--- config.mk ---
export PLATFORM = sky130hd
export DESIGN_NAME = acsr_conv_flat
export DESIGN_NICKNAME = d
export VERILOG_FILES = /design/src/common/acsr_pkg.sv /design/src/common/acsr_if.sv /design/src/acsr_conv.sv /design/src/flat_wrapper.sv
export VERILOG_INCLUDE_DIRS = /design/src /design/src/common
export SDC_FILE = /design/constraint.sdc
export NUM_CORES = 1
export LEC_CHECK = 0
export BUFFER_PORTS_ARGS = -buffer_cell sky130_fd_sc_hd__buf_4
export CAP_MARGIN = 20
export CORE_MARGIN = 2
export CORE_UTILIZATION = 42
export DETAILED_ROUTE_END_ITERATION = 16
export PLACE_DENSITY = 0.61
export SLEW_MARGIN = 15
export SYNTH_ARGS = -nofsm -noshare
export SYNTH_HDL_FRONTEND = slang
export SYNTH_SLANG_ARGS = --single-unit
--- constraint.sdc ---
create_clock -name clk_sys -period 2.4 [get_ports clk_sys]
set_input_delay 0.48 -clock clk_sys [delete_from_list [all_inputs] [get_ports clk_sys]]
set_output_delay 0.48 -clock clk_sys [all_outputs]
set_load 0.01 [all_outputs]
--- src/common/acsr_params.svh ---
// constants for the converter serial readout link
// assumes a 10 MHz system clock on both ends
`ifndef ACSR_PARAMS_SVH
`define ACSR_PARAMS_SVH
`define ACSR_CLK_NS 100
`define ACSR_CONV_MAX_NS 1600
`define ACSR_CONV_CYC ((`ACSR_CONV_MAX_NS + `ACSR_CLK_NS - 1) / `ACSR_CLK_NS)
`define ACSR_SCK_HALF 4
`define ACSR_RES_W 16
`define ACSR_BIT_CNT_W 5
`define ACSR_LAST_BIT 5'h10
`define ACSR_CNT_W 8
`define ACSR_FIFO_DEPTH 32
`define ACSR_SAMPLE_INIT 16'h1234
`define ACSR_SAMPLE_STEP 16'h0101
`define ACSR_MSB 15
`endif

--- src/common/acsr_pkg.sv ---
// types for the converter serial readout link
// shared by both ends
package acsr_pkg;
  typedef enum logic [2:0] {ACSR_IDLE, ACSR_CONV, ACSR_WAIT, ACSR_READ, ACSR_DONE} acsr_host_st_t;
  typedef enum logic [0:0] {ACSR_MODE_CHAIN, ACSR_MODE_SEL} acsr_mode_t;
endpackage

--- src/common/acsr_if.sv ---
// link wires between converter end and host end
// serial output and its enable stay separate wires; the host samples the output alone
`timescale 1ns/100ps
interface acsr_if;
  logic convert_line;
  logic sck;
  logic sdi;
  logic sdo_o;
  logic sdo_oe;
  modport conv (input convert_line, input sck, input sdi, output sdo_o, output sdo_oe);
  modport host (output convert_line, output sck, output sdi, input sdo_o, input sdo_oe);
endinterface

--- src/acsr_conv.sv ---
// converter end: mode capture, timed conversion, serial readout
// link pins come from another domain and are synchronised here
// Notes on behaviour
// RQ1: convert rise samples sdi, selecting mode
// RQ2: sdi tied to convert gives chain
// RQ3: host waits max conversion before readback
// RQ4: three-wire start floats the serial output
// RQ5: conversion end powers down automatically
// RQ6: convert fall presents the result msb
// RQ7: each sck fall shifts next bit
// RQ8: data valid over both sck edges
// RQ9: float at 16th fall or convert rise
// RQ10: three-wire host ties sdi high
// RQ11: four-wire host reads via sdi
// RQ12: chain mode shifts sdi through
// RQ13: conversion timed by internal clock
// RQ14: straight binary result, saturating code; the stand-in sample_r wraps on overflow instead
// RQ15: host holds convert high for conversion
`timescale 1ns/100ps
`include "acsr_params.svh"
module acsr_conv import acsr_pkg::*; (
  // clock and reset
  input wire logic clk_sys,
  input wire logic reset_n,
  // link
  acsr_if.conv lnk,
  // status
  output logic converting,
  output logic powered_down,
  output logic chain_mode
);
  // ==================================================
  // input synchronisers
  logic [2:0] s1_r, s2_r;
  logic cnv_d_r, sck_d_r;
  always_ff @(posedge clk_sys or negedge reset_n) begin
    if (!reset_n) begin
      s1_r <= '0;
      s2_r <= '0;
      cnv_d_r <= 1'b0;
      sck_d_r <= 1'b0;
    end else begin
      s1_r <= {lnk.sdi, lnk.sck, lnk.convert_line};
      s2_r <= s1_r;
      cnv_d_r <= s2_r[0];
      sck_d_r <= s2_r[1];
    end
  end
  logic cnv_s, sck_s, sdi_s;
  assign cnv_s = s2_r[0];
  assign sck_s = s2_r[1];
  assign sdi_s = s2_r[2];
  logic cnv_rise, cnv_fall, sck_fall;
  assign cnv_rise = cnv_s && !cnv_d_r;
  assign cnv_fall = !cnv_s && cnv_d_r;
  assign sck_fall = !sck_s && sck_d_r;
  // ==================================================
  // mode and conversion
  acsr_mode_t mode_r;
  logic [`ACSR_CNT_W-1:0] ccnt_r;
  logic [`ACSR_RES_W-1:0] sample_r;
  logic [`ACSR_RES_W-1:0] sh_r;
  logic out_r, oe_r;
  logic [`ACSR_BIT_CNT_W-1:0] bit_r;
  logic done_pulse;
  assign done_pulse = converting && (ccnt_r == `ACSR_CNT_W'(`ACSR_CONV_CYC - 1));
  assign chain_mode = (mode_r == ACSR_MODE_CHAIN);
  // sdi as seen one cycle before the synchronised rise
  logic sdi_prev_r;
  logic sdi_fall;
  logic sdi_rise;
  always_ff @(posedge clk_sys or negedge reset_n) begin
    if (!reset_n) begin
      sdi_prev_r <= 1'b0;
    end else begin
      sdi_prev_r <= sdi_s;
    end
  end
  assign sdi_fall = !sdi_s && sdi_prev_r;
  assign sdi_rise = sdi_s && !sdi_prev_r;
  // a tie of sdi to convert still reads low here
  always_ff @(posedge clk_sys or negedge reset_n) begin
    if (!reset_n) begin
      mode_r <= ACSR_MODE_SEL;
    end else if (cnv_rise) begin
      mode_r <= sdi_prev_r ? ACSR_MODE_SEL : ACSR_MODE_CHAIN; // RQ1 RQ2
    end
  end
  // internal clock times the conversion, sck unused
  always_ff @(posedge clk_sys or negedge reset_n) begin
    if (!reset_n) begin
      converting <= 1'b0;
    end else if (cnv_rise) begin
      converting <= 1'b1;
    end else if (done_pulse) begin
      converting <= 1'b0;
    end
  end
  always_ff @(posedge clk_sys or negedge reset_n) begin
    if (!reset_n) begin
      powered_down <= 1'b1;
    end else if (cnv_rise) begin
      powered_down <= 1'b0;
    end else if (done_pulse) begin
      powered_down <= 1'b1; // RQ5
    end
  end
  always_ff @(posedge clk_sys or negedge reset_n) begin
    if (!reset_n) begin
      ccnt_r <= '0;
    end else if (cnv_rise) begin
      ccnt_r <= '0;
    end else if (converting) begin
      ccnt_r <= ccnt_r + 1'b1; // RQ13
    end
  end
  // stand-in for the analogue result, a straight binary code
  always_ff @(posedge clk_sys or negedge reset_n) begin
    if (!reset_n) begin
      sample_r <= `ACSR_SAMPLE_INIT;
    end else if (done_pulse) begin
      sample_r <= sample_r + `ACSR_SAMPLE_STEP; // RQ14
    end
  end
  // ==================================================
  // serial output
  // outside chain mode, a read starts on convert fall, or on sdi fall with convert high
  logic rd_start;
  logic shift_ev;
  logic last_fall;
  logic chain_load;
  assign rd_start = (cnv_fall || (sdi_fall && cnv_s)) && !chain_mode && !converting && !cnv_rise;
  assign shift_ev = sck_fall && oe_r && !done_pulse && !rd_start && !cnv_rise;
  assign last_fall = shift_ev && !chain_mode && (bit_r == `ACSR_LAST_BIT - 1'b1);
  assign chain_load = done_pulse && chain_mode && !cnv_rise;
  always_ff @(posedge clk_sys or negedge reset_n) begin
    if (!reset_n) begin
      sh_r <= '0;
    end else if (done_pulse && !cnv_rise) begin
      sh_r <= chain_mode ? {sample_r[`ACSR_RES_W-2:0], 1'b0} : sample_r;
    end else if (rd_start || shift_ev) begin
      sh_r <= {sh_r[`ACSR_RES_W-2:0], chain_mode && sdi_s}; // RQ12
    end
  end
  always_ff @(posedge clk_sys or negedge reset_n) begin
    if (!reset_n) begin
      out_r <= 1'b0;
    end else if (chain_load) begin
      out_r <= sample_r[`ACSR_MSB];
    end else if (rd_start || shift_ev) begin
      out_r <= sh_r[`ACSR_MSB]; // RQ6 RQ7 RQ8
    end
  end
  // four-wire: sdi going high with convert high ends the read
  always_ff @(posedge clk_sys or negedge reset_n) begin
    if (!reset_n) begin
      oe_r <= 1'b0;
    end else if (cnv_rise) begin
      oe_r <= 1'b0; // RQ4 RQ9
    end else if (chain_load || rd_start) begin
      oe_r <= 1'b1; // RQ6
    end else if (last_fall) begin
      oe_r <= 1'b0; // RQ9
    end else if (sdi_rise && cnv_s && !chain_mode) begin
      oe_r <= 1'b0;
    end
  end
  always_ff @(posedge clk_sys or negedge reset_n) begin
    if (!reset_n) begin
      bit_r <= '0;
    end else if (cnv_rise || rd_start) begin
      bit_r <= '0;
    end else if (shift_ev && !chain_mode) begin
      bit_r <= bit_r + 1'b1; // RQ7
    end
  end
  assign lnk.sdo_o = out_r;
  assign lnk.sdo_oe = oe_r;
endmodule

--- src/flat_wrapper.sv ---
// flat-port wrapper written by rule: the top's interface ports become plain ports
module acsr_conv_flat import acsr_pkg::*;
  (clk_sys, reset_n, converting, powered_down, chain_mode, lnk_convert_line, lnk_sck, lnk_sdi, lnk_sdo_o, lnk_sdo_oe);
  acsr_if lnk_i ();
  input wire logic clk_sys;
  input wire logic reset_n;
  output logic converting;
  output logic powered_down;
  output logic chain_mode;
  input wire logic [$bits(lnk_i.convert_line)-1:0] lnk_convert_line;
  input wire logic [$bits(lnk_i.sck)-1:0] lnk_sck;
  input wire logic [$bits(lnk_i.sdi)-1:0] lnk_sdi;
  output wire logic [$bits(lnk_i.sdo_o)-1:0] lnk_sdo_o;
  output wire logic [$bits(lnk_i.sdo_oe)-1:0] lnk_sdo_oe;
  assign lnk_i.convert_line = lnk_convert_line;
  assign lnk_i.sck = lnk_sck;
  assign lnk_i.sdi = lnk_sdi;
  assign lnk_sdo_o = lnk_i.sdo_o;
  assign lnk_sdo_oe = lnk_i.sdo_oe;
  acsr_conv u_core (.clk_sys(clk_sys), .reset_n(reset_n), .lnk(lnk_i), .converting(converting), .powered_down(powered_down), .chain_mode(chain_mode));
endmodule
=== Word-level counts from Yosys, hierarchy flattened ===
Cells that the tools add are included.

* Bits in registers: 59
* Input bits: 5
* Output and inout port bits: 5
* Word-level logic and storage cells: 79

* Add/sub/neg operators: 3
* Equal/unequal tests: 2
* Muxes and demuxes: 18
* Bitwise logic cells: 1
* Reduce and logical (&&, ||, !) cells: 41

{| class="wikitable"
|+ Operators with widths
! kind !! number
|-
| $mux W16 || 3
|-
| $logic_and A1 B1 Y1 || 22
|-
| $add A16 B9 Y16 const B || 1
|-
| $mux W8 || 2
|-
| $mux W1 || 11
|-
| $mux W5 || 2
|-
| $reduce_bool A2 Y1 || 5
|-
| $logic_not A1 Y1 || 9
|-
| $add A8 B1 Y8 const B || 1
|-
| $eq A8 B4 Y1 const B || 1
|-
| $add A5 B1 Y5 const B || 1
|-
| $eq A5 B4 Y1 const B || 1
|-
| $logic_or A1 B1 Y1 || 4
|-
| $reduce_bool A4 Y1 || 1
|-
| $not A1 Y1 || 1
|}

=== Longest topological paths before layout ===
Gate-level depths: netlist of run 1.

* Word-level depth: 15
* Depth in mapped cells: 8
* Depth with buffers taken out: 5

=== Least setup slack after synthesis of run 1 ===
Ideal clock, no wire load.

* Path type: reg-to-reg
* Start point: register u_core.ccnt_r[0]
* End point: register u_core.sh_r[10]
* Setup time: 0.144 ns
* Arrival time: 1.766 ns
* Required time: 2.256 ns
* Slack: 0.490 ns
* Cell stages (with the launch flop): 9
* Buffers on the path: 3
* Clock period less this slack: 1.910 ns
* Cell sequence: dfrtp_1 ha_1 and4_1 buf_2 a211oi_2 or2_1 buf_6 buf_8 o221ai_2

* Word-level cells in the longest chain between the ends: 8
* Elaborated cells between the ends (all ways): 10
* Classes of those cells: 1 x eq/ne; 1 x mux; 8 x reduce/logical

{| class="wikitable"
|+ RTL lines
! what !! RTL line !! text
|-
| start: declaration || acsr_conv.sv:60 || <nowiki>logic [`ACSR_CNT_W-1:0] ccnt_r;</nowiki>
|-
| start signal: assignment || acsr_conv.sv:114 || <nowiki>ccnt_r <= ccnt_r + 1'b1;</nowiki>
|-
| $eq A8 B4 Y1 (*) || acsr_conv.sv:66 || <nowiki>assign done_pulse = converting && (ccnt_r == `ACSR_CNT_W'(`ACSR_CONV_CYC - 1));</nowiki>
|-
| $logic_and A1 B1 Y1 (*) || acsr_conv.sv:66 ||
|-
| $logic_not A1 Y1 || acsr_conv.sv:133 || <nowiki>assign shift_ev = sck_fall && oe_r && !done_pulse && !rd_start && !cnv_rise;</nowiki>
|-
| $logic_and A1 B1 Y1 (3 in series) || acsr_conv.sv:133 ||
|-
| $logic_or A1 B1 Y1 || acsr_conv.sv:141 || <nowiki>end else if (rd_start || shift_ev) begin</nowiki>
|-
| $reduce_bool A2 Y1 (no source line) || -- ||
|-
| end signal: assignment || acsr_conv.sv:140 || <nowiki>sh_r <= chain_mode ? {sample_r[`ACSR_RES_W-2:0], 1'b0} : sample_r;</nowiki>
|-
| end signal: assignment || acsr_conv.sv:142 || <nowiki>sh_r <= {sh_r[`ACSR_RES_W-2:0], chain_mode && sdi_s};</nowiki>
|-
| end: declaration || acsr_conv.sv:62 || <nowiki>logic [`ACSR_RES_W-1:0] sh_r;</nowiki>
|}

Every way passes the cells marked *; elsewhere a longest branch is shown, timed or not.
A chain may end at the register's enable or synchronous reset.

=== Worst setup path in the final report of run 1 ===
* Start point: register u_core.mode_r
* End point: output chain_mode

* Word-level cells in the longest chain between the ends: 1

{| class="wikitable"
|+ RTL lines
! what !! RTL line !! text
|-
| start: declaration || acsr_conv.sv:59 || <nowiki>acsr_mode_t mode_r;</nowiki>
|-
| start signal: assignment || acsr_conv.sv:86 || <nowiki>mode_r <= sdi_prev_r ? ACSR_MODE_SEL : ACSR_MODE_CHAIN;</nowiki>
|-
| $not A1 Y1 || acsr_conv.sv:67 || <nowiki>assign chain_mode = (mode_r == ACSR_MODE_CHAIN);</nowiki>
|-
| end: declaration || flat_wrapper.sv:9 || <nowiki>output logic chain_mode;</nowiki>
|}

Every way passes these cells.

==> metrics.md, run 1 <==
| Metric | Value |
|---|---|
| Post-synthesis compound-gate area fraction | `~16%` |
| Resized cells post-CTS | `0` |
| Gr usage total | `17.0%` |
| Yosys warning total | `0` |
| Simple-Gate Fraction of Synth Area | `between 10% and 20%` |
| P&R area growth vs syn | `11.5%` |
| Post-synth ARST share | `100%` |
| Initial antenna violation count | `0` |
| Max cap viols | `0` |
| Final setup viols | `0` |
| Root Buffer | `clkbuf_8` |
| Max-slew violations | `0` |
| Rel. slew slack | `between 50% and 60%` |
| 1st-pass router iterations | `4` |
| Ratio of cells with drive above 1 in the final layout | `between 10% and 20%` |
| Peak VDD IR | `just over 0.4 mV` |
| Largest family of logic cells by synthesized area | `compound AO/OA/AOI/OAI gates` |
| Combinational share of power | `10.0%` |
| Final HPWL DP | `between 3000 and 4000 um` |
| Mapped cell area | `between 2000 and 3000 um^2` |
| Max H-tree Level | `3` |
| Inserted Diodes | `0` |
| GPL Wtd Cong | `approximately 0.74` |
| Post-layout minimum cycle time | `1.93 ns` |
| RSZ-0062 raised after global routing | `no` |
| CP max stage cell | `dfstp_2` |
| First-pass GRT wire length | `a little under 10000 um` |
| Worst Hold Class | `input port to async pin` |
| Final clock skew | `0.00750 ns` |
| Fill count | `roughly 640` |
| Yosys top cell area share | `between 40% and 50%` |
| Commonest non-fill, non-tap cell in the layout | `dfrtp_1` |
| Syn_nets | `approximately 270` |
| Die W | `approximately 86 um` |
| Cell accounting for the most synthesized area | `dfrtp_1` |
| CTS buffer count | `9` |
| Xor/xnor share of the synthesized area | `under 10%` |
| Initial DRC Count | `85` |
| R2r startpoint | `u_core.converting` |
| Cells after synthesis | `between 200 and 300` |
| CTS tree | `yes` |
| Critical Path RT | `roughly 1.9 ns` |
| WS Path Type | `flop to primary output` |
| Nets | `280` |
| LEAKAGE | `about 1.4 nW` |
| Clk pin slew, worst setup/hold paths | `0.07 ns` |
| R2r setup slk | `0.52 ns` |
| IO buf count | `9` |
| Period utilization | `between 80% and 90%` |
| Row cnt | `30` |
| Detail Route Antenna Nets | `0` |
| Distinct cells, synth | `between 40 and 50` |
| CP peak stage delay | `about 0.71 ns` |
| Switching share of total power | `25.8%` |
| Die Area | `approximately 7500 um^2` |
| Status | `finished, final reports clean` |
| Worst Path Buf+Inv | `2` |
| CTS Hold Buffers Added | `0` |
| CP Capture Type | `primary output` |
| F_max | `around 0.52 GHz` |
| Via count | `roughly 2000` |
| # DRC | `0` |
| Total negative slack | `0 ns` |
| Clk sinks | `59` |
| Synthesis-stage register bit count | `59` |
| Worst hold slack | `around 0.19 ns` |
| Critical Path AT | `roughly 1.5 ns` |
| Most frequent cells in the layout | `dfrtp_1 (52), nand2_1 (37), o21ai_0 (21)` |
| Io pins | `10` |
| Crit-path leading delay family | `flip-flops` |
| Placeable Area | `6680 um^2` |
| Reg2reg end | `u_core.sh_r[7]` |
| Slew @ Worst Pin | `0.740 ns` |
| Clock Tree Buf Depth | `2` |
| Post-synth top flop | `dfrtp_1` |
| Mux cell area share after synthesis | `under 10%` |
| Critical Path Start Type | `flop` |
| Worst-path cell chain | `inv_1, buf_4` |
| Seq pwr share | `52.9%` |
| Vias in the first global route | `around 2000` |
| Average routed wire per standard cell | `15.2 um` |
| Top cells by area, synth | `dfrtp_1 (46%), dfstp_2 (6.5%), mux2i_1 (5.6%)` |
| P_sw | `between 0.5 and 0.6 mW` |
| Int Pwr | `1.59 mW` |
| Clk pwr share | `between 30% and 40%` |
| Post-synthesis adder-cell area fraction | `under 10%` |
| Setup Fix Bufs, Post-CTS | `0` |
| PwrDens | `673 nW/um^2` |
| CP Max Fanout | `13` |
| Grt total ovfl | `0` |
| Largest net degree at the start of global routing | `60` |
| Number of synthesized flops with an enable pin | `0` |
| Drt via density | `about 5.5` |
| Worst skew pair latency | `0.34 ns` |
| Die H | `86.3 um` |
| Starting Density | `between 40% and 50%` |
| Sequential cell area fraction in the yosys report | `between 50% and 60%` |
| Final wirelength | `roughly 5400 um` |
| Avg Inst Size Synth | `between 10 and 15 um^2` |
| Reg2Reg Depth | `5` |
| Hold violation total from the final report | `0` |
-- per-stage QoR --
step                cells  utilization (%)  setup slack, ns  total power, mW  area, um^2
detailed placement    340             44.9            0.514             1.37        3000
global placement      340             44.9            0.548             1.36        3000
CTS                   356             47.5            0.443             2.18        3170
finish                356             47.5            0.469             2.14        3170
floorplan             258                -            0.490             1.28        2850
global route          356             47.5            0.353             2.25        3170
-- synthesized netlist by cell type, types with 7 or more instances --
cell / count
nand2_1: 37
xor2_1: 7
dfstp_2: 7
nand3_1: 9
xnor2_1: 16
o221ai_2: 8
mux2i_1: 16
nor2_1: 12
dfrtp_1: 52
clkbuf_1: 8
o21ai_0: 21
-- worst max path at each step --
stage | from | end | slack, ns | cells past startpoint
final | u_core.mode_r | chain_mode | 0.47 | 2
after global routing | u_core.converting | u_core.sh_r[5] | 0.35 | 5
after CTS | u_core.mode_r | chain_mode | 0.44 | 2
after detailed placement | u_core.ccnt_r[0] | u_core.sh_r[2] | 0.51 | 6
after global placement | u_core.ccnt_r[0] | u_core.sh_r[1] | 0.55 | 6
after floorplan | u_core.ccnt_r[0] | u_core.sh_r[10] | 0.49 | 8
-- layout make-up --
type | count | area (um^2) | area share [%]
Clock buffer | 14 | 163 | 5.12
Timing Repair Buffer | 15 | 125 | 3.94
Multi-Input combinational cell | 183 | 1280 | 40.3
Sequential cell | 59 | 1490 | 46.8
Tap cell | 80 | 100 | 3.15
Clock inverter | 2 | 10.0 | 0.315
Inverter | 3 | 11.3 | 0.355
-- power by group through the flow --
stage	clock [mW]	sequential, mW	combinational [mW]
CTS	0.826	1.13	0.221
global route	0.859	1.14	0.248
finish	0.792	1.13	0.214
global placement	0	1.14	0.215
detailed placement	0	1.15	0.220
floorplan	0	1.12	0.162
-- cell families (layout without fill, tap and decap cells) --
family / Yosys count / after routing
AO/OA/AOI/OAI: 54 / 54
XOR/XNOR: 23 / 23
adder cells (fa/ha/maj): 4 / 4
buffers and inverters: 16 / 34
flip-flops: 59 / 59
multiplexers: 16 / 16
AND/OR/NAND/NOR: 86 / 86
-- worst register-to-register path, stage by stage, from the launching register on --
cell      delay [ns]
dfrtp_1         0.54
and4_1          0.46
a211oi_2        0.13
or2_1           0.24
buf_4           0.22
o221ai_2        0.22
-- sequential cells by signal (all words and copies together) (netlist names) --
name / cells
u_core.s1_r: 3
u_core.converting: 1
u_core.sdi_prev_r: 1
u_core.lnk.sdo_oe: 1
u_core.s2_r: 3
u_core.sck_d_r: 1
u_core.sh_r: 16
u_core.sample_r: 16
u_core.lnk.sdo_o: 1
u_core.mode_r: 1
u_core.ccnt_r: 8
u_core.cnv_d_r: 1
u_core.powered_down: 1
u_core.bit_r: 5
-- layer usage --
layer / track usage, % / part of all wire, %
met5: 0 / 0
met4: 7.67 / 1.6
met3: 5.71 / 3.4
met2: 26.2 / 48
met1: 21.8 / 47
Power figures use the tool's default switching activity.
==> inputs of run 2 (changes only) <==
--- a/config.mk
+++ b/config.mk
@@ -6,6 +6,7 @@
 export SDC_FILE = /design/constraint.sdc
 export NUM_CORES = 1
 export LEC_CHECK = 0
+export ABC_AREA = 1
 export BUFFER_PORTS_ARGS = -buffer_cell sky130_fd_sc_hd__buf_4
 export CAP_MARGIN = 20
 export CORE_MARGIN = 2
==> constraint.sdc (replaced) <==
create_clock -name clk_sys -period 2 [get_ports clk_sys]
set_input_delay 0.4 -clock clk_sys [delete_from_list [all_inputs] [get_ports clk_sys]]
set_output_delay 0.4 -clock clk_sys [all_outputs]
set_load 0.01 [all_outputs]
==> run 2 against run 1 <==
Net effect:
- flip-flop and latch count unchanged
- register-to-register slack worse by 0.24 ns
- highest routed layer unchanged
- critical path depth is the same
- largest power group unchanged
==> metrics.md, run 2 <==
| Metric | Value |
|---|---|
| Status | `finished, final reports clean` |
| Critical Path Start Type | `flop` |
| Cell accounting for the most synthesized area | `dfrtp_1` |
| Slew @ Worst Pin | `0.745 ns` |
| CP max stage cell | `dfstp_2` |
| Reg2Reg Depth | `8` |
| Commonest non-fill, non-tap cell in the layout | `nand2_1` |
| 1st-pass router iterations | `4` |
| Critical Path RT | `1.60 ns` |
| R2r startpoint | `u_core.ccnt_r[1]` |
| Clk pin slew, worst setup/hold paths | `roughly 0.070 ns` |
| Row cnt | `31` |
| # DRC | `0` |
| Final setup viols | `0` |
| Resized cells post-CTS | `0` |
| Top cells by area, synth | `dfrtp_1 (41%), nand2_1 (20%), dfstp_2 (5.8%)` |
| Power Total | `2.96 mW` |
| RSZ-0062 raised after global routing | `no` |
| Critical Path End | `chain_mode` |
| F_max | `approximately 0.54 GHz` |
| GPL Wtd Cong | `0.816` |
| Post-layout minimum cycle time | `1.87 ns` |
| Final wirelength | `6440 um` |
| Initial antenna violation count | `0` |
| Hold violation total from the final report | `0` |
| Gr usage total | `17.5%` |
| Ratio of cells with drive above 1 in the final layout | `around 12%` |
| Worst Hold Class | `input port to async pin` |
| Cell with the most instances after synthesis | `nand2_1` |
| IO buf count | `9` |
| Rel. slew slack | `50.3%` |
| CP startpoint | `u_core.mode_r` |
| Nets | `roughly 440` |
| Inserted Diodes | `0` |
| Peak VDD IR | `about 0.49 mV` |
| Synth top cells by count | `nand2_1 (173), dfrtp_1 (52), inv_1 (34), nand3_1 (23), nor2_1 (23)` |
| Synthesis-stage register bit count | `59` |
| Starting Density | `between 40% and 50%` |
| Initial DRC Count | `roughly 160` |
| Cells after synthesis | `~420` |
| Mapped cell area | `roughly 3200 um^2` |
| Final HPWL DP | `4420 um` |
| Critical Path AT | `between 1 and 1.5 ns` |
| Worst skew pair latency | `approximately 0.35 ns` |
| Setup Fix Bufs, Post-CTS | `0` |
| R2r setup slk | `between 0.2 and 0.3 ns` |
| CTS tree | `yes` |
| Largest net degree at the start of global routing | `60` |
| Fill count | `between 700 and 800` |
| Max H-tree Level | `3` |
| Syn_nets | `about 430` |
| Yosys warning total | `0` |
| Root Buffer | `clkbuf_8` |
| CTS buffer count | `9` |
| Post-synth top flop | `dfrtp_1` |
| Placeable Area | `about 7300 um^2` |
| Io pins | `10` |
| Period utilization | `just over 90%` |
| Worst Path Buf+Inv | `2` |
| LEAKAGE | `about 1.8 nW` |
| Clock Tree Buf Depth | `2` |
| Total negative slack | `0 ns` |
| Clk sinks | `59` |
| Avg Inst Size Synth | `~7.6 um^2` |
| Final clock skew | `about 0.0086 ns` |
| Sequential cell area fraction in the yosys report | `around 47%` |
| Die Area | `slightly above 8000 um^2` |
| P&R area growth vs syn | `11.3%` |
| PwrDens | `837 nW/um^2` |
| Vias in the first global route | `2446` |
| Number of synthesized flops with an enable pin | `0` |
| Average routed wire per standard cell | `about 12 um` |
| CP Max Fanout | `8` |
| Stages on the worst setup path | `2` |
| Grt total ovfl | `0` |
| Worst-path cell chain | `clkinv_1, buf_4` |
| Most frequent cells in the layout | `nand2_1 (173), dfrtp_1 (52), inv_1 (34)` |
| Drt via density | `roughly 4.8` |
| CTS Hold Buffers Added | `0` |
| Die H | `between 90 and 100 um` |
| Reg2reg end | `u_core.sh_r[2]` |
| Via count | `around 2500` |
| Die W | `91.0 um` |
| CP Capture Type | `primary output` |
| First-pass GRT wire length | `11500 um` |
| Crit-path leading delay family | `flip-flops` |
| Post-synth ARST share | `100%` |
| Largest regs | `u_core.sample_r: 16 flops, u_core.sh_r: 16 flops, u_core.ccnt_r: 8 flops` |
| Max-slew violations | `0` |
| Distinct cells, synth | `26` |
| Max cap viols | `0` |
| WS Path Type | `flop to primary output` |
| Yosys top cell area share | `~41%` |
| Detail Route Antenna Nets | `0` |
| CP peak stage delay | `0.59 ns` |
==> run 2: cell types whose count changed after synthesis, sizes merged, moves of 14 or more <==
cell,change
mux2i,-16
nand2,+139
inv,+35
xnor2,-16
nand3,+15
nand4,+18
nor2,+16
o221ai,-14
==> run 2: metrics by stage <==
stage | setup slack, ns | cells | cell area (um^2) | utilization (%) | hold slack (ns)
after CTS | 0.0966 | 530 | 3530 | 48.5 | 0.141
after floorplan | 0.399 | 417 | 3180 | - | 0.104
final | 0.132 | 530 | 3530 | 48.5 | 0.117
after global routing | 0.0508 | 530 | 3530 | 48.5 | 0.143
after global placement | 0.336 | 514 | 3310 | 45.4 | 0.331
after detailed placement | 0.288 | 514 | 3310 | 45.4 | 0.336
==> run 2: cell families (layout without fill, tap and decap cells) <==
kind of cell | after synthesis | after routing | synth area share (%)
AND/OR/NAND/NOR | 257 | 257 | 35.6
flip-flops | 59 | 59 | 46.8
buffers and inverters | 55 | 69 | 7.68
AO/OA/AOI/OAI | 30 | 30 | 5.08
XOR/XNOR | 12 | 12 | 3.31
adder cells (fa/ha/maj) | 4 | 4 | 1.58
==> run 2: worst min-delay path by stage <==
stage / depth (start not counted) / slack (ns) / end / startpoint
after global placement: 0 / 0.33 / u_core.s2_r[2] / u_core.s1_r[2]
after detailed placement: 0 / 0.34 / u_core.s2_r[2] / u_core.s1_r[2]
after global routing: 1 / 0.14 / u_core.s1_r[0] / lnk_convert_line
after floorplan: 0 / 0.10 / u_core.bit_r[0] / reset_n
after CTS: 1 / 0.14 / u_core.s1_r[1] / lnk_sck
final: 1 / 0.12 / u_core.ccnt_r[3] / reset_n
==> run 2: layout make-up <==
type | count | area, um^2 | share of cell area, %
timing repair buffer | 14 | 105 | 2.97
clock inverter | 6 | 88.8 | 2.51
inverter | 39 | 146 | 4.14
sequential | 59 | 1490 | 42.0
clock buffer | 10 | 138 | 3.89
multi-input combinational | 303 | 1450 | 41.0
tap | 99 | 124 | 3.50
==> run 2: layer usage <==
metal	vias up	share of wire (%)	global-route usage, %
met5	-	0	0
met4	0	1.9	8.33
met3	10	3.5	2.99
met2	38	44	27.0
met1	1161	50	24.0
li1	1337	-	-
==> run 2: power breakdown <==
group          switching, mW  internal [mW]  total [mW]  leakage, nW
combinational          0.211          0.114       0.325        0.905
clock                  0.510          0.734        1.24        0.108
sequential            0.0951           1.29        1.39        0.766
total                  0.816           2.14        2.96         1.78
==> inputs of run 3 (changes only) <==
--- a/config.mk
+++ b/config.mk
@@ -12,6 +12,7 @@
 export CORE_MARGIN = 2
 export CORE_UTILIZATION = 42
 export DETAILED_ROUTE_END_ITERATION = 16
+export MAX_ROUTING_LAYER = met4
 export PLACE_DENSITY = 0.61
 export SLEW_MARGIN = 15
 export SYNTH_ARGS = -nofsm -noshare
==> run 3 against run 2 <==
Net effect:
- critical path depth unchanged
- design area unchanged
- clock power about the same
- clock-buffer cell count unchanged
- flip-flop and latch count unchanged
- hold slack better by 0.0043 ns
- critical path type unchanged
==> metrics.md, run 3 (synthesized netlist as in run 2, its figures left out) <==
| Metric | Value |
|---|---|
| First-pass GRT wire length | `11600 um` |
| GPL Wtd Cong | `0.828` |
| CP Capture Type | `primary output` |
| Power Total | `2.95 mW` |
| Status | `finished, final reports clean` |
| Root Buffer | `clkbuf_8` |
| Critical Path RT | `1.60 ns` |
| Critical Path AT | `about 1.5 ns` |
| IO buf count | `9` |
| Gr usage total | `a little under a fifth` |
| Drt via density | `a little under 5` |
| Period utilization | `~93%` |
| Max cap viols | `0` |
| Grt total ovfl | `0` |
| Inserted Diodes | `0` |
| Nets | `between 400 and 500` |
| Max H-tree Level | `3` |
| # DRC | `0` |
| Final setup viols | `0` |
| Most frequent cells in the layout | `nand2_1 (173), dfrtp_1 (52), inv_1 (34)` |
| CTS tree | `yes` |
| Row cnt | `31` |
| Average routed wire per standard cell | `approximately 12 um` |
| Hold violation total from the final report | `0` |
| 1st-pass router iterations | `4` |
| Post-layout minimum cycle time | `between 1.5 and 2 ns` |
| Slew @ Worst Pin | `around 0.75 ns` |
| Via count | `approximately 2500` |
| Total negative slack | `0 ns` |
| Fill count | `751` |
| Final wirelength | `6430 um` |
| Final clock skew | `0.00660 ns` |
| Commonest non-fill, non-tap cell in the layout | `nand2_1` |
| LEAKAGE | `between 1.5 and 2 nW` |
| F_max | `~0.54 GHz` |
| P&R area growth vs syn | `11.3%` |
| CTS Hold Buffers Added | `0` |
| Peak VDD IR | `0.489 mV` |
| CTS buffer count | `9` |
| Placeable Area | `7290 um^2` |
| Rel. slew slack | `between 50% and 60%` |
| Initial DRC Count | `~170` |
| RSZ-0062 raised after global routing | `no` |
| Detail Route Antenna Nets | `0` |
| Max-slew violations | `0` |
| Vias in the first global route | `roughly 2400` |
| Final HPWL DP | `about 4400 um` |
| Largest net degree at the start of global routing | `60` |
| Die Area | `about 8300 um^2` |
| Die H | `slightly above 90 um` |
| Worst Hold Class | `input port to async pin` |
| Ratio of cells with drive above 1 in the final layout | `roughly 12%` |
| Clock Tree Buf Depth | `2` |
| PwrDens | `about 830 nW/um^2` |
| Reg area | `~1500 um^2` |
| Worst skew pair latency | `about 0.34 ns` |
| Critical Path Start Type | `flop` |
| Resized cells post-CTS | `0` |
| Starting Density | `a little over two fifths` |
| WS Path Type | `flop to primary output` |
| Clk sinks | `~60` |
| Multi-input logic area | `around 1400 um^2` |
| Initial antenna violation count | `0` |
| Largest regs | `u_core.sample_r: 16 flops, u_core.sh_r: 16 flops, u_core.ccnt_r: 8 flops` |
| CP Max Fanout | `8` |
| Clk pin slew, worst setup/hold paths | `approximately 0.070 ns` |
| Io pins | `10` |
| Setup Fix Bufs, Post-CTS | `0` |
| Die W | `91.0 um` |
## run 3: cell counts in the layout (fill, tap and decap cells not counted)
No cell type changed its count.
## run 3: through the flow
stage | cell area (um^2) | std cells | utilization [%] | hold slack [ns] | setup WS, ns
floorplan | 3180 | 417 | - | 0.104 | 0.399
global placement | 3310 | 514 | 45.4 | 0.331 | 0.336
detailed placement | 3310 | 514 | 45.4 | 0.336 | 0.288
CTS | 3530 | 530 | 48.5 | 0.141 | 0.0966
global route | 3530 | 530 | 48.5 | 0.140 | 0.0482
finish | 3530 | 530 | 48.5 | 0.122 | 0.137
## run 3: worst max-delay path: stages, from the launching register on
cell      delay, ns
dfstp_2        0.59
clkinv_1       0.28
buf_4          0.25
## run 3: layout make-up
cell class | count | share of cell area [%]
sequential | 59 | 42.0
multi-input combinational | 303 | 41.0
inverter | 39 | 4.14
clock buffer | 10 | 3.89
tap | 99 | 3.50
timing repair buffer | 14 | 2.97
clock inverter | 6 | 2.51
## run 3: path summary, 6_finish.rpt
check	start	endpoint	slack [ns]	cells after the start
setup / recovery	u_core.mode_r	chain_mode	0.14	2
hold / removal	reset_n	u_core.ccnt_r[3]	0.12	1
setup reg to reg	u_core.ccnt_r[1]	u_core.sh_r[2]	0.29	8
hold reg to reg	u_core.s1_r[2]	u_core.s2_r[2]	0.35	0
max in group asynchronous	reset_n	u_core.sample_r[3]	1.39	1
min in group clk_sys	lnk_convert_line	u_core.s1_r[0]	0.16	1
## run 3: where the power goes
group	internal, mW	switching (mW)
logic	0.114	0.210
registers	1.29	0.0948
clock network	0.734	0.501
## run 3: per-layer routing
| metal | share of wire, % | track usage [%] |
|---|---|---|
| met5 | 0 | - |
| met4 | 1.9 | 8.33 |
| met1 | 50 | 24.0 |
| met2 | 45 | 27.0 |
| met3 | 3.1 | 3.24 |
